==> src/alc_consts.svh <==
// offsets, field positions, reset values and timing counts for alc_uart
`ifndef ALC_CONSTS_SVH
`define ALC_CONSTS_SVH
// register byte addresses
`define ALC_OFS_CTRL 4'h0
`define ALC_OFS_STAT 4'h4
`define ALC_OFS_TXD 4'h8
`define ALC_OFS_BAUD 4'hC
`define ALC_OFS_RXD 5'h10
// control fields
`define ALC_CTRL_LOOP 0
`define ALC_CTRL_RUN 1
// status fields
`define ALC_ST_TXRDY 0
`define ALC_ST_RXRDY 1
`define ALC_ST_PAR_FAULT 2
`define ALC_ST_FERR 3
`define ALC_ST_OVR 4
`define ALC_ST_RUN 5
`define ALC_ST_TXBUSY 6
// reset values
`define ALC_BAUD_RST 16'h0036
`define ALC_CTRL_RST 2'h0
// 16x clock: sixteen ticks per bit, half bit is eight
`define ALC_TICKS_PER_BIT 4'hF
`define ALC_HALF_BIT 4'h7
// axi responses
`define ALC_RESP_OK 2'h0
`define ALC_RESP_SLVERR 2'h2
`endif

==> src/alc_pkg.sv <==
// types shared by the async line controller
package alc_pkg;
  // character format as strapped by jumpers
  typedef struct packed {
    logic [1:0] nbits; // 0 = five data bits .. 3 = eight
    logic two_stop;
    logic par_en;
    logic par_odd;
  } alc_fmt_type;
  typedef enum logic [4:0] {
    TX_IDLE = 5'b00001,
    TX_START = 5'b00010,
    TX_DATA = 5'b00100,
    TX_PAR = 5'b01000,
    TX_STOP = 5'b10000
  } alc_tx_state_type;
  typedef enum logic [5:0] {
    RX_IDLE = 6'b000001,
    RX_START = 6'b000010,
    RX_DATA = 6'b000100,
    RX_PAR = 6'b001000,
    RX_STOP = 6'b010000,
    RX_BRK = 6'b100000
  } alc_rx_state_type;
  // one-hot register select
  typedef struct packed {
    logic ctrl;
    logic stat;
    logic txd;
    logic baud;
    logic rxd;
  } alc_sel_type;
endpackage

==> src/alc_uart.sv <==
// async line controller: axi4-lite registers, 16x transmitter and receiver
// Functional notes
// - tx ready whenever holding buffer empty
// - buffer write makes load strobe into holding
// - pulse character done after stop bits
// - transmitter steps on its own 16x tick
// - five to eight data bits transmitted
// - start, data lsb first, parity, stops
// - line output driven from retiming flop
// - inverted copy of retimed output provided
// - retimed output always feeds loopback mux
// - loopback off passes external line through
// - input shift register decode clears reader-run
// - character ready flag after full character
// - parity fault flag readable by host
// - framing fault when stop bit low
// - overrun when character arrives unread
// - receiver steps on its own 16x tick
// - five to eight data bits received
// - format fixed by jumper pins only
// - receiver uses transmitter format settings
// - idle mark; start within one tick
//
// The placing of the registers and register access over AXI4-Lite were decided locally.
`timescale 1ns/100ps
`include "alc_consts.svh"
module alc_uart (
  input wire logic I_CLK,
  input wire logic I_RST_N,
  input wire logic I_AWVALID,
  input wire logic [4:0] I_AWADDR,
  output logic O_AWREADY,
  input wire logic I_WVALID,
  input wire logic [31:0] I_WDATA,
  input wire logic [3:0] I_WSTRB,
  output logic O_WREADY,
  output logic O_BVALID,
  output logic [1:0] O_BRESP,
  input wire logic I_BREADY,
  input wire logic I_ARVALID,
  input wire logic [4:0] I_ARADDR,
  output logic O_ARREADY,
  output logic O_RVALID,
  output logic [31:0] O_RDATA,
  output logic [1:0] O_RRESP,
  input wire logic I_RREADY,
  input wire logic [4:0] I_FMT_JUMPERS,
  input wire logic I_SERIAL_IN,
  output logic O_SERIAL_OUT,
  output logic O_SERIAL_OUT_N,
  output logic O_TX_READY,
  output logic O_TX_CHAR_DONE
);
  // address decode shared by read and write paths
  function automatic alc_pkg::alc_sel_type addr_sel(input logic [4:0] a);
    alc_pkg::alc_sel_type s;
    s = '0;
    s.ctrl = (a == {1'b0, `ALC_OFS_CTRL});
    s.stat = (a == {1'b0, `ALC_OFS_STAT});
    s.txd = (a == {1'b0, `ALC_OFS_TXD});
    s.baud = (a == {1'b0, `ALC_OFS_BAUD});
    s.rxd = (a == `ALC_OFS_RXD);
    return s;
  endfunction

  // pin inputs pass two flops; jumpers are static but still off-domain
  logic [5:0] pin_s1_q, pin_s2_q;
  always_ff @(posedge I_CLK or negedge I_RST_N) begin
    if (!I_RST_N) begin
      pin_s1_q <= 6'h3F;
      pin_s2_q <= 6'h3F;
    end else begin
      pin_s1_q <= {I_SERIAL_IN, I_FMT_JUMPERS};
      pin_s2_q <= pin_s1_q;
    end
  end
  alc_pkg::alc_fmt_type fmt;
  logic si;
  logic rx_in; // conditioned input, after the loopback mux
  assign fmt = pin_s2_q[4:0];
  assign si = pin_s2_q[5];
  logic [2:0] last_bit;
  logic [7:0] dmask;
  assign last_bit = 3'h4 + {1'b0, fmt.nbits};
  assign dmask = 8'hFF >> (2'h3 - fmt.nbits);

  // registers written by software
  logic loop_q, run_q, bvalid_q, aw_full_q, w_full_q, awready_q, wready_q;
  logic [15:0] baud_q;
  logic [4:0] awaddr_q;
  logic [31:0] wdata_q;
  logic [3:0] wstrb_q;
  logic [1:0] bresp_q;
  logic load_strobe, run_set, rd_clear;
  logic [1:0] rd_shift_q;
  alc_pkg::alc_sel_type wsel;
  assign wsel = addr_sel(awaddr_q);
  logic do_write;
  assign do_write = aw_full_q && w_full_q && !bvalid_q;
  assign load_strobe = do_write && wsel.txd && wstrb_q[0];
  assign run_set = do_write && wsel.ctrl && wstrb_q[0] &&
                   wdata_q[`ALC_CTRL_RUN];

  // write channel: address and data latched separately, either order
  always_ff @(posedge I_CLK or negedge I_RST_N) begin
    if (!I_RST_N) begin
      awready_q <= 1'b0;
      wready_q <= 1'b0;
      aw_full_q <= 1'b0;
      w_full_q <= 1'b0;
      bvalid_q <= 1'b0;
      bresp_q <= `ALC_RESP_OK;
      awaddr_q <= 5'h00;
      wdata_q <= 32'h0000_0000;
      wstrb_q <= 4'h0;
    end else begin
      awready_q <= I_AWVALID && !aw_full_q && !awready_q;
      wready_q <= I_WVALID && !w_full_q && !wready_q;
      if (I_AWVALID && awready_q) begin
        aw_full_q <= 1'b1;
        awaddr_q <= I_AWADDR;
      end
      if (I_WVALID && wready_q) begin
        w_full_q <= 1'b1;
        wdata_q <= I_WDATA;
        wstrb_q <= I_WSTRB;
      end
      if (do_write) begin
        aw_full_q <= 1'b0;
        w_full_q <= 1'b0;
        bvalid_q <= 1'b1;
        bresp_q <= (wsel == '0) ? `ALC_RESP_SLVERR : `ALC_RESP_OK;
      end else if (bvalid_q && I_BREADY) begin
        bvalid_q <= 1'b0;
      end
    end
  end

  // control bits; reader-run falls when the line drops to space
  always_ff @(posedge I_CLK or negedge I_RST_N) begin
    if (!I_RST_N) begin
      loop_q <= 1'b0;
      run_q <= 1'b0;
      baud_q <= `ALC_BAUD_RST;
      rd_shift_q <= 2'h3;
    end else begin
      rd_shift_q <= {rd_shift_q[0], rx_in};
      if (do_write && wsel.ctrl && wstrb_q[0]) begin
        loop_q <= wdata_q[`ALC_CTRL_LOOP];
      end
      if (do_write && wsel.baud) begin
        if (wstrb_q[0]) baud_q[7:0] <= wdata_q[7:0];
        if (wstrb_q[1]) baud_q[15:8] <= wdata_q[15:8];
      end
      if (run_set) begin
        run_q <= 1'b1; // set wins over the decode clear
      end else if (rd_shift_q == 2'b10) begin
        run_q <= 1'b0;
      end
    end
  end

  // two 16x tick dividers, one per direction, sharing the divisor
  logic [1:0] tick;
  genvar g;
  generate
    for (g = 0; g < 2; g++) begin : g_div
      logic [15:0] cnt_q;
      always_ff @(posedge I_CLK or negedge I_RST_N) begin
        if (!I_RST_N) begin
          cnt_q <= 16'h0000;
        end else begin
          cnt_q <= (cnt_q >= baud_q) ? 16'h0000 : cnt_q + 16'h0001;
        end
      end
      assign tick[g] = (cnt_q >= baud_q);
    end
  endgenerate
  logic tx_tick, rx_tick;
  assign tx_tick = tick[0];
  assign rx_tick = tick[1];

  // transmit holding buffer and serializer
  alc_pkg::alc_tx_state_type tx_st_q;
  logic [7:0] hold_q, tx_sh_q;
  logic hold_full_q, tx_line_q, tx_par_q, stop2_q, done_q, ser_n_q, rdy_q;
  logic [3:0] tx_sub_q;
  logic [2:0] tx_bit_q;
  logic tx_move;
  assign tx_move = tx_tick && tx_st_q == alc_pkg::TX_IDLE && hold_full_q;
  always_ff @(posedge I_CLK or negedge I_RST_N) begin
    if (!I_RST_N) begin
      hold_q <= 8'h00;
      hold_full_q <= 1'b0;
    end else begin
      if (load_strobe) begin
        hold_q <= wdata_q[7:0] & dmask; // unused high bits are lost
        hold_full_q <= 1'b1; // set wins over the move
      end else if (tx_move) begin
        hold_full_q <= 1'b0;
      end
    end
  end
  // ready reflects an empty holding buffer
  always_ff @(posedge I_CLK or negedge I_RST_N) begin
    if (!I_RST_N) begin
      rdy_q <= 1'b1;
    end else begin
      rdy_q <= !hold_full_q && !load_strobe;
    end
  end
  // line only changes on a tick, so the retiming flop holds every bit
  always_ff @(posedge I_CLK or negedge I_RST_N) begin
    if (!I_RST_N) begin
      tx_st_q <= alc_pkg::TX_IDLE;
      tx_line_q <= 1'b1;
      tx_sh_q <= 8'h00;
      tx_sub_q <= 4'h0;
      tx_bit_q <= 3'h0;
      tx_par_q <= 1'b0;
      stop2_q <= 1'b0;
      done_q <= 1'b0;
    end else begin
      done_q <= 1'b0;
      if (tx_tick) begin
        unique case (tx_st_q)
          alc_pkg::TX_IDLE: begin
            tx_sub_q <= 4'h0;
            if (hold_full_q) begin
              tx_sh_q <= hold_q;
              tx_par_q <= (^hold_q) ^ fmt.par_odd;
              tx_line_q <= 1'b0;
              tx_st_q <= alc_pkg::TX_START;
            end
          end
          alc_pkg::TX_START: begin
            tx_sub_q <= tx_sub_q + 4'h1;
            if (tx_sub_q == `ALC_TICKS_PER_BIT) begin
              tx_line_q <= tx_sh_q[0];
              tx_bit_q <= 3'h0;
              tx_st_q <= alc_pkg::TX_DATA;
            end
          end
          alc_pkg::TX_DATA: begin
            tx_sub_q <= tx_sub_q + 4'h1;
            if (tx_sub_q == `ALC_TICKS_PER_BIT) begin
              if (tx_bit_q == last_bit) begin
                tx_line_q <= fmt.par_en ? tx_par_q : 1'b1;
                stop2_q <= 1'b0;
                tx_st_q <= fmt.par_en ? alc_pkg::TX_PAR
                                      : alc_pkg::TX_STOP;
              end else begin
                tx_line_q <= tx_sh_q[1];
                tx_sh_q <= {1'b0, tx_sh_q[7:1]};
                tx_bit_q <= tx_bit_q + 3'h1;
              end
            end
          end
          alc_pkg::TX_PAR: begin
            tx_sub_q <= tx_sub_q + 4'h1;
            if (tx_sub_q == `ALC_TICKS_PER_BIT) begin
              tx_line_q <= 1'b1;
              tx_st_q <= alc_pkg::TX_STOP;
            end
          end
          alc_pkg::TX_STOP: begin
            tx_sub_q <= tx_sub_q + 4'h1;
            if (tx_sub_q == `ALC_TICKS_PER_BIT) begin
              if (fmt.two_stop && !stop2_q) begin
                stop2_q <= 1'b1;
              end else begin
                done_q <= 1'b1;
                tx_st_q <= alc_pkg::TX_IDLE;
              end
            end
          end
        endcase
      end
    end
  end
  // inverted logic-level copy follows the retimed line by one clock
  always_ff @(posedge I_CLK or negedge I_RST_N) begin
    if (!I_RST_N) begin
      ser_n_q <= 1'b0;
    end else begin
      ser_n_q <= !tx_line_q;
    end
  end

  // loopback mux: retimed output always reaches it
  assign rx_in = loop_q ? tx_line_q : si;

  // deserializer
  alc_pkg::alc_rx_state_type rx_st_q;
  logic [7:0] rx_sh_q;
  logic [3:0] rx_sub_q;
  logic [2:0] rx_bit_q;
  logic rx_acc_q, rx_pe_q, rx_fin_q, rx_fe_q;
  always_ff @(posedge I_CLK or negedge I_RST_N) begin
    if (!I_RST_N) begin
      rx_st_q <= alc_pkg::RX_IDLE;
      rx_sh_q <= 8'h00;
      rx_sub_q <= 4'h0;
      rx_bit_q <= 3'h0;
      rx_acc_q <= 1'b0;
      rx_pe_q <= 1'b0;
      rx_fe_q <= 1'b0;
      rx_fin_q <= 1'b0;
    end else begin
      rx_fin_q <= 1'b0;
      if (rx_tick) begin
        rx_sub_q <= rx_sub_q + 4'h1;
        unique case (rx_st_q)
          alc_pkg::RX_IDLE: begin
            rx_sub_q <= 4'h0;
            if (!rx_in) rx_st_q <= alc_pkg::RX_START;
          end
          // a start shorter than half a bit is rejected
          alc_pkg::RX_START: begin
            if (rx_sub_q == `ALC_HALF_BIT) begin
              rx_sub_q <= 4'h0;
              rx_bit_q <= 3'h0;
              rx_sh_q <= 8'h00;
              rx_acc_q <= fmt.par_odd;
              rx_pe_q <= 1'b0;
              rx_st_q <= rx_in ? alc_pkg::RX_IDLE : alc_pkg::RX_DATA;
            end
          end
          alc_pkg::RX_DATA: begin
            if (rx_sub_q == `ALC_TICKS_PER_BIT) begin
              rx_sh_q[rx_bit_q] <= rx_in; // lsb first
              rx_acc_q <= rx_acc_q ^ rx_in;
              rx_bit_q <= rx_bit_q + 3'h1;
              if (rx_bit_q == last_bit) begin
                rx_st_q <= fmt.par_en ? alc_pkg::RX_PAR
                                      : alc_pkg::RX_STOP;
              end
            end
          end
          alc_pkg::RX_PAR: begin
            if (rx_sub_q == `ALC_TICKS_PER_BIT) begin
              rx_pe_q <= rx_acc_q ^ rx_in;
              rx_st_q <= alc_pkg::RX_STOP;
            end
          end
          alc_pkg::RX_STOP: begin
            if (rx_sub_q == `ALC_TICKS_PER_BIT) begin
              rx_fin_q <= 1'b1;
              rx_fe_q <= !rx_in;
              // a held space must go back to mark before the next start
              rx_st_q <= rx_in ? alc_pkg::RX_IDLE : alc_pkg::RX_BRK;
            end
          end
          alc_pkg::RX_BRK: begin
            if (rx_in) rx_st_q <= alc_pkg::RX_IDLE;
          end
        endcase
      end
    end
  end

  // host-visible receive status, updated per character
  logic rx_rdy_q, rx_ovr_q, rx_parf_q, rx_ferr_q;
  logic [7:0] rx_data_q;
  always_ff @(posedge I_CLK or negedge I_RST_N) begin
    if (!I_RST_N) begin
      rx_rdy_q <= 1'b0;
      rx_ovr_q <= 1'b0;
      rx_parf_q <= 1'b0;
      rx_ferr_q <= 1'b0;
      rx_data_q <= 8'h00;
    end else begin
      if (rx_fin_q) begin
        rx_rdy_q <= 1'b1; // set wins over the read clear
        rx_ovr_q <= rx_rdy_q && !rd_clear;
        rx_parf_q <= rx_pe_q && fmt.par_en;
        rx_ferr_q <= rx_fe_q;
        rx_data_q <= rx_sh_q;
      end else if (rd_clear) begin
        rx_rdy_q <= 1'b0;
      end
    end
  end

  // read channel
  logic arready_q, rvalid_q;
  logic [31:0] rdata_q;
  logic [1:0] rresp_q;
  alc_pkg::alc_sel_type rsel;
  assign rsel = addr_sel(I_ARADDR);
  assign rd_clear = I_ARVALID && arready_q && rsel.rxd;
  always_ff @(posedge I_CLK or negedge I_RST_N) begin
    if (!I_RST_N) begin
      arready_q <= 1'b0;
      rvalid_q <= 1'b0;
      rdata_q <= 32'h0000_0000;
      rresp_q <= `ALC_RESP_OK;
    end else begin
      arready_q <= I_ARVALID && !arready_q && !rvalid_q;
      if (I_ARVALID && arready_q) begin
        rvalid_q <= 1'b1;
        rresp_q <= (rsel == '0) ? `ALC_RESP_SLVERR : `ALC_RESP_OK;
        rdata_q <= 32'h0000_0000;
        if (rsel.ctrl) rdata_q[1:0] <= {run_q, loop_q};
        if (rsel.stat) rdata_q[6:0] <= {tx_st_q != alc_pkg::TX_IDLE, run_q,
          rx_ovr_q, rx_ferr_q, rx_parf_q, rx_rdy_q, rdy_q};
        if (rsel.baud) rdata_q[15:0] <= baud_q;
        if (rsel.rxd) rdata_q[7:0] <= rx_data_q;
      end else if (rvalid_q && I_RREADY) begin
        rvalid_q <= 1'b0;
      end
    end
  end

  assign O_AWREADY = awready_q;
  assign O_WREADY = wready_q;
  assign O_BVALID = bvalid_q;
  assign O_BRESP = bresp_q;
  assign O_ARREADY = arready_q;
  assign O_RVALID = rvalid_q;
  assign O_RDATA = rdata_q;
  assign O_RRESP = rresp_q;
  assign O_SERIAL_OUT = tx_line_q;
  assign O_SERIAL_OUT_N = ser_n_q;
  assign O_TX_READY = rdy_q;
  assign O_TX_CHAR_DONE = done_q;

  // checks next to the logic they guard
  property p_rdy_low;
    @(posedge I_CLK) disable iff (!I_RST_N) hold_full_q |=> !O_TX_READY;
  endproperty
  a_rdy_low: assert property (p_rdy_low)
    else $error("ready while full");
  property p_load;
    @(posedge I_CLK) disable iff (!I_RST_N)
      load_strobe |=> hold_full_q && hold_q == ($past(wdata_q[7:0]) & dmask);
  endproperty
  a_load: assert property (p_load) else $error("load not captured");
  property p_done_mark;
    @(posedge I_CLK) disable iff (!I_RST_N)
      O_TX_CHAR_DONE |-> O_SERIAL_OUT && tx_st_q == alc_pkg::TX_IDLE;
  endproperty
  a_done_mark: assert property (p_done_mark)
    else $error("done not idle");
  property p_tx_tick;
    @(posedge I_CLK) disable iff (!I_RST_N) !tx_tick |=> $stable(tx_line_q);
  endproperty
  a_tx_tick: assert property (p_tx_tick) else $error("line off tick");
  property p_start;
    @(posedge I_CLK) disable iff (!I_RST_N) tx_move |=> !O_SERIAL_OUT;
  endproperty
  a_start: assert property (p_start) else $error("start bit late");
  property p_inv;
    @(posedge I_CLK) disable iff (!I_RST_N)
      ##1 1'b1 |-> O_SERIAL_OUT_N == !$past(O_SERIAL_OUT);
  endproperty
  a_inv: assert property (p_inv) else $error("inverted copy wrong");
  property p_loop;
    @(posedge I_CLK) disable iff (!I_RST_N)
      loop_q && rx_tick && rx_st_q == alc_pkg::RX_IDLE && !tx_line_q
      |=> rx_st_q == alc_pkg::RX_START;
  endproperty
  a_loop: assert property (p_loop) else $error("loopback not seen");
  property p_ovr;
    @(posedge I_CLK) disable iff (!I_RST_N)
      rx_fin_q && rx_rdy_q && !rd_clear |=> rx_ovr_q && rx_rdy_q;
  endproperty
  a_ovr: assert property (p_ovr) else $error("overrun missed");
  property p_run;
    @(posedge I_CLK) disable iff (!I_RST_N)
      rd_shift_q == 2'b10 && !run_set |=> !run_q;
  endproperty
  a_run: assert property (p_run) else $error("reader run kept");
endmodule // alc_uart

==> config.mk <==
export PLATFORM = sky130hd
export DESIGN_NAME = alc_uart
export DESIGN_NICKNAME = d
export VERILOG_FILES = /design/src/alc_pkg.sv /design/src/alc_uart.sv
export VERILOG_INCLUDE_DIRS = /design/src
export SDC_FILE = /design/constraint.sdc
export NUM_CORES = 1
export LEC_CHECK = 0
export ABC_CLOCK_PERIOD_IN_PS = 3000
export BUFFER_PORTS_ARGS = -buffer_cell sky130_fd_sc_hd__buf_2
export CAP_MARGIN = 10
export CORE_ASPECT_RATIO = 0.7
export CORE_UTILIZATION = 61
export CTS_BUF_LIST = sky130_fd_sc_hd__clkbuf_2 sky130_fd_sc_hd__clkbuf_4 sky130_fd_sc_hd__clkbuf_8
export DETAILED_ROUTE_END_ITERATION = 12
export GPL_TIMING_DRIVEN = 0
export PLACE_DENSITY = 0.83
export SLEW_MARGIN = 30
export SYNTH_ARGS = -nofsm -noshare
export SYNTH_HDL_FRONTEND = slang
export SYNTH_SLANG_ARGS = --single-unit
==> constraint.sdc <==
create_clock -name I_CLK -period 3 [get_ports I_CLK]
set_input_delay 0.6 -clock I_CLK [delete_from_list [all_inputs] [get_ports I_CLK]]
set_output_delay 0.6 -clock I_CLK [all_outputs]
set_load 0.02 [all_outputs]
==> impl_metrics.env <==
export IMPL_drv_cap=0
export IMPL_clk_path_buf_depth=2
export IMPL_seq_area_um2=4630
export IMPL_path_cells="inv_1, ha_1, a21oi_1, o21ai_0, a221o_1, or3_1, clkbuf_1, a32o_1"
export IMPL_synthArstFlopShare=1.00
export IMPL_syn_instance_count=824
export IMPL_final_core_util=0.716
export IMPL_power_share_clock=0.172
export IMPL_synth_top_area_frac=0.448
export IMPL_period_needed_ns=2.86
export IMPL_grt_busiest_layer="met2"
export IMPL_cp_top_family="compound AO/OA/AOI/OAI gates"
export IMPL_worst_path_stages=8
export IMPL_dp_hpwl_mm=14.8
export IMPL_crit_path_start_kind="flop"
export IMPL_switching_share=0.443
export IMPL_fmax_mhz=350
export IMPL_synthSimpleGateAreaFrac=0.135
export IMPL_grt_usage=0.279
export IMPL_ys_warn_count=0
export IMPL_grt_max_degree=73
export IMPL_rsz0062_at_grt="false"
export IMPL_cpMaxStageDelayCell="dfstp_2"
export IMPL_critical_path_class="reg2reg"
export IMPL_met2_usage=0.416
export IMPL_start_util=0.638
export IMPL_antenna_found_initial=0
export IMPL_slew_violations=0
export IMPL_finClkSkew_ns=0.0163
export IMPL_first_pass_iters=5
export IMPL_final_nets=1026
export IMPL_ant_nets=0
export IMPL_grt_use_met1=0.413
export IMPL_routed_wl_mm=19.9
export IMPL_seq_power_share=0.371
export IMPL_power_leakage_nw=4.76
export IMPL_diodes=0
export IMPL_power_switching_mw=4.24
export IMPL_synth_xor_area_frac=0.0377
export IMPL_place_gp_congestion=0.839
export IMPL_drc=0
export IMPL_vias_per_cell=5.87
export IMPL_finalCritPeriodShare=0.952
export IMPL_first_iter_violations=461
export IMPL_dieWidth_um=148
export IMPL_synth_area_per_cell_um2=11.0
export IMPL_tightest_slew_ns=0.672
export IMPL_drive_above_1_share=0.263
export IMPL_cts_made_buffers=17
export IMPL_worst_slack_ns=0.143
export IMPL_io_buffers=67
export IMPL_netlist_area_um2=9060
export IMPL_root_buffer="clkbuf_8"
export IMPL_numClockSinks=184
export IMPL_io_pins=104
export IMPL_reg2reg_depth=8
export IMPL_synth_edf_count=0
export IMPL_min_path_type="in2async"
export IMPL_cts_hold_buf=0
export IMPL_core_um2=14200
export IMPL_wl_per_cell_um=17.6
export IMPL_synth_compound_area_frac=0.107
export IMPL_ys_ff_latch=184
export IMPL_cp_arrival_ns=3.23
export IMPL_synth_area_leader_cell="dfrtp_1"
export IMPL_grt_pass1_vias=6433
export IMPL_synth_top_family_by_area="simple AND/OR/NAND/NOR gates"
export IMPL_critPathRequiredTime_ns=3.37
export IMPL_tns_ns=0
export IMPL_p_int_mw=5.33
export IMPL_p_total_mw=9.58
export IMPL_synth_distinct_cells=66
export IMPL_powerDensity_nw_per_um2=943
export IMPL_finalHoldViolations=0
export IMPL_synth_mux_area_frac=0.114
export IMPL_met3_usage=0.0596
export IMPL_path_buf_inv=2
export IMPL_yosys_top_cells_area="dfrtp_1 45%, mux2_2 9.6%, dfstp_2 6.4%"
export IMPL_grt_overflow_total=0
export IMPL_critPathMaxStageDelay_ns=0.57
export IMPL_htreeDepth=4
export IMPL_multi_input_area_um2=4110
export IMPL_cts_setup_buffers=0
export IMPL_slew_headroom=0.550
export IMPL_die_y_um=104
export IMPL_cts_tree="done"
export IMPL_synth_seq_area_share=0.511
export IMPL_setup_viol=0
export IMPL_rows=36
export IMPL_area_growth_pct=12.1
export IMPL_clock_latency_ns=0.47
export IMPL_grt_pass1_wl_mm=33.2
export IMPL_pre_cts_ws_ns=0.202
export IMPL_synth_fa_ha_area_frac=0.0525
export IMPL_synthFlopType="dfrtp_1"
export IMPL_layout_cells_non_filler=1132
export IMPL_outcome="finished, final reports clean"
export IMPL_clk_pin_slew_ns=0.11
export IMPL_dp_cells=1100
export IMPL_num_fill_cells=993
export IMPL_pwr_share_comb=0.457
export IMPL_vdd_drop_max_v=0.000602
export IMPL_die_area_um2=15300
export IMPL_cp_end_kind="flop"
export IMPL_vias=6649
export IMPL_critPathMaxFanout=10
cell usage after synthesis (all sizes together), types with 2 or more instances:
cell type and count:
dfrtp 162, mux2 82, nor2 66, nand2 62, o21ai 47, ha 38
nand3 38, inv 37, a21oi 36, buf 23, dfstp 22, xor2 22
clkbuf 21, xnor2 17, a31oi 12, and3 12, nand4 11, nor3 11
a22o 10, nor3b 10, mux2i 8, nor2b 7, or3 7, nand2b 6
o31ai 6, a221o 5, a221oi 5, nor4 5, and2 4, o211ai 3
a21o 2, a31o 2, nand3b 2, o211a 2, o2bb2ai 2, o41ai 2
what timing repair did:
item	CTS	global route
resized for setup	0	3
setup endpoints to repair	0	17
endpoints found under the hold margin	0	0
logic make-up after synthesis:
family                   count (synthesis)
adder cells (fa/ha/maj)                 38
flip-flops                             184
AO/OA/AOI/OAI                          146
XOR/XNOR                                39
multiplexers                            90
buffers and inverters                   81
AND/OR/NAND/NOR                        245
other                                    1
per-stage QoR:
step	hold slack [ns]	area, um2
finish	0.0307	10200
global route	0.0550	10200
CTS	0.0374	10100
detailed placement	0.347	9760
global placement	0.347	9690
floorplan	0.304	9120
path summary, 6_finish.rpt:
kind,startpoint,end,slack [ns]
worst max-delay path,baud_q[5]$_DFFE_PN1P_,rx_bit_q[1]$_DFFE_PN0P_,0.14
worst min-delay path,I_RST_N,O_SERIAL_OUT_N$_DFF_PN0_,0.03
worst max register to register,baud_q[5]$_DFFE_PN1P_,rx_bit_q[1]$_DFFE_PN0P_,0.14
worst min register to register,pin_s1_q[0]$_DFF_PN1_,pin_s2_q[0]$_DFF_PN1_,0.36
max in group asynchronous,I_RST_N,rd_shift_q[0]$_DFF_PN1_,1.93
min in group I_CLK,I_SERIAL_IN,pin_s1_q[5]$_DFF_PN1_,0.22
power groups by stage:
| stage | registers, mW | clock network (mW) | logic, mW |
|---|---|---|---|
| floorplan | 3.49 | 0 | 3.19 |
| global placement | 3.56 | 0 | 4.18 |
| detailed placement | 3.59 | 0 | 4.33 |
| CTS | 3.54 | 1.66 | 4.35 |
| global route | 3.63 | 1.76 | 4.82 |
| finish | 3.56 | 1.65 | 4.38 |
final cells by class:
cell class,count,area share
clock inverters,15,0.0152
multi-input cells,576,0.405
plain buffers,44,0.0235
clock buffers,17,0.0230
inverters,37,0.0139
flip-flops and latches,184,0.456
well taps,190,0.0234
repair buffers,69,0.0394
registers in the layout, indices dropped and copies added, names as in the netlist, 2 cells and up:
register     flops
pin_s2_q         6
wdata_q         16
tx_sh_q          8
rx_bit_q         3
pin_s1_q         6
rd_shift_q       2
rx_sub_q         4
awaddr_q         5
rx_sh_q          8
g_div.cnt_q     32
tx_st_q          5
baud_q          16
tx_sub_q         4
wstrb_q          2
rx_st_q          6
tx_bit_q         3
O_RDATA         16
rx_data_q        8
hold_q           8
metal layers:
metal  part of all wire  wire length [um]
met1               0.47              9440
met2               0.45              8980
met3              0.060              1190
met5                  0                 0
met4              0.015               303
cell usage in the layout, fill, tap and decap left out, drive strengths merged, types with 3 or more instances in the layout:
cell and n:
a221o 5, a22o 10, and2 4, ha 38
nand2 62, mux2 82, or3 7, dfrtp 162
nand3 38, buf 92, dfstp 22, clkinv 3
nand4 11, a21oi 36, and3 12, o21ai 47
clkbuf 38, mux2i 8, a221oi 5, nor4 5
clkinvlp 4, nor3 11, o211ai 3, nor2 66
a31oi 12, inv 45, nand2b 6, nor3b 10
xor2 22, xnor2 17, o31ai 6, nor2b 7
conb 18
No activity file was read; power rests on OpenSTA's default activity.
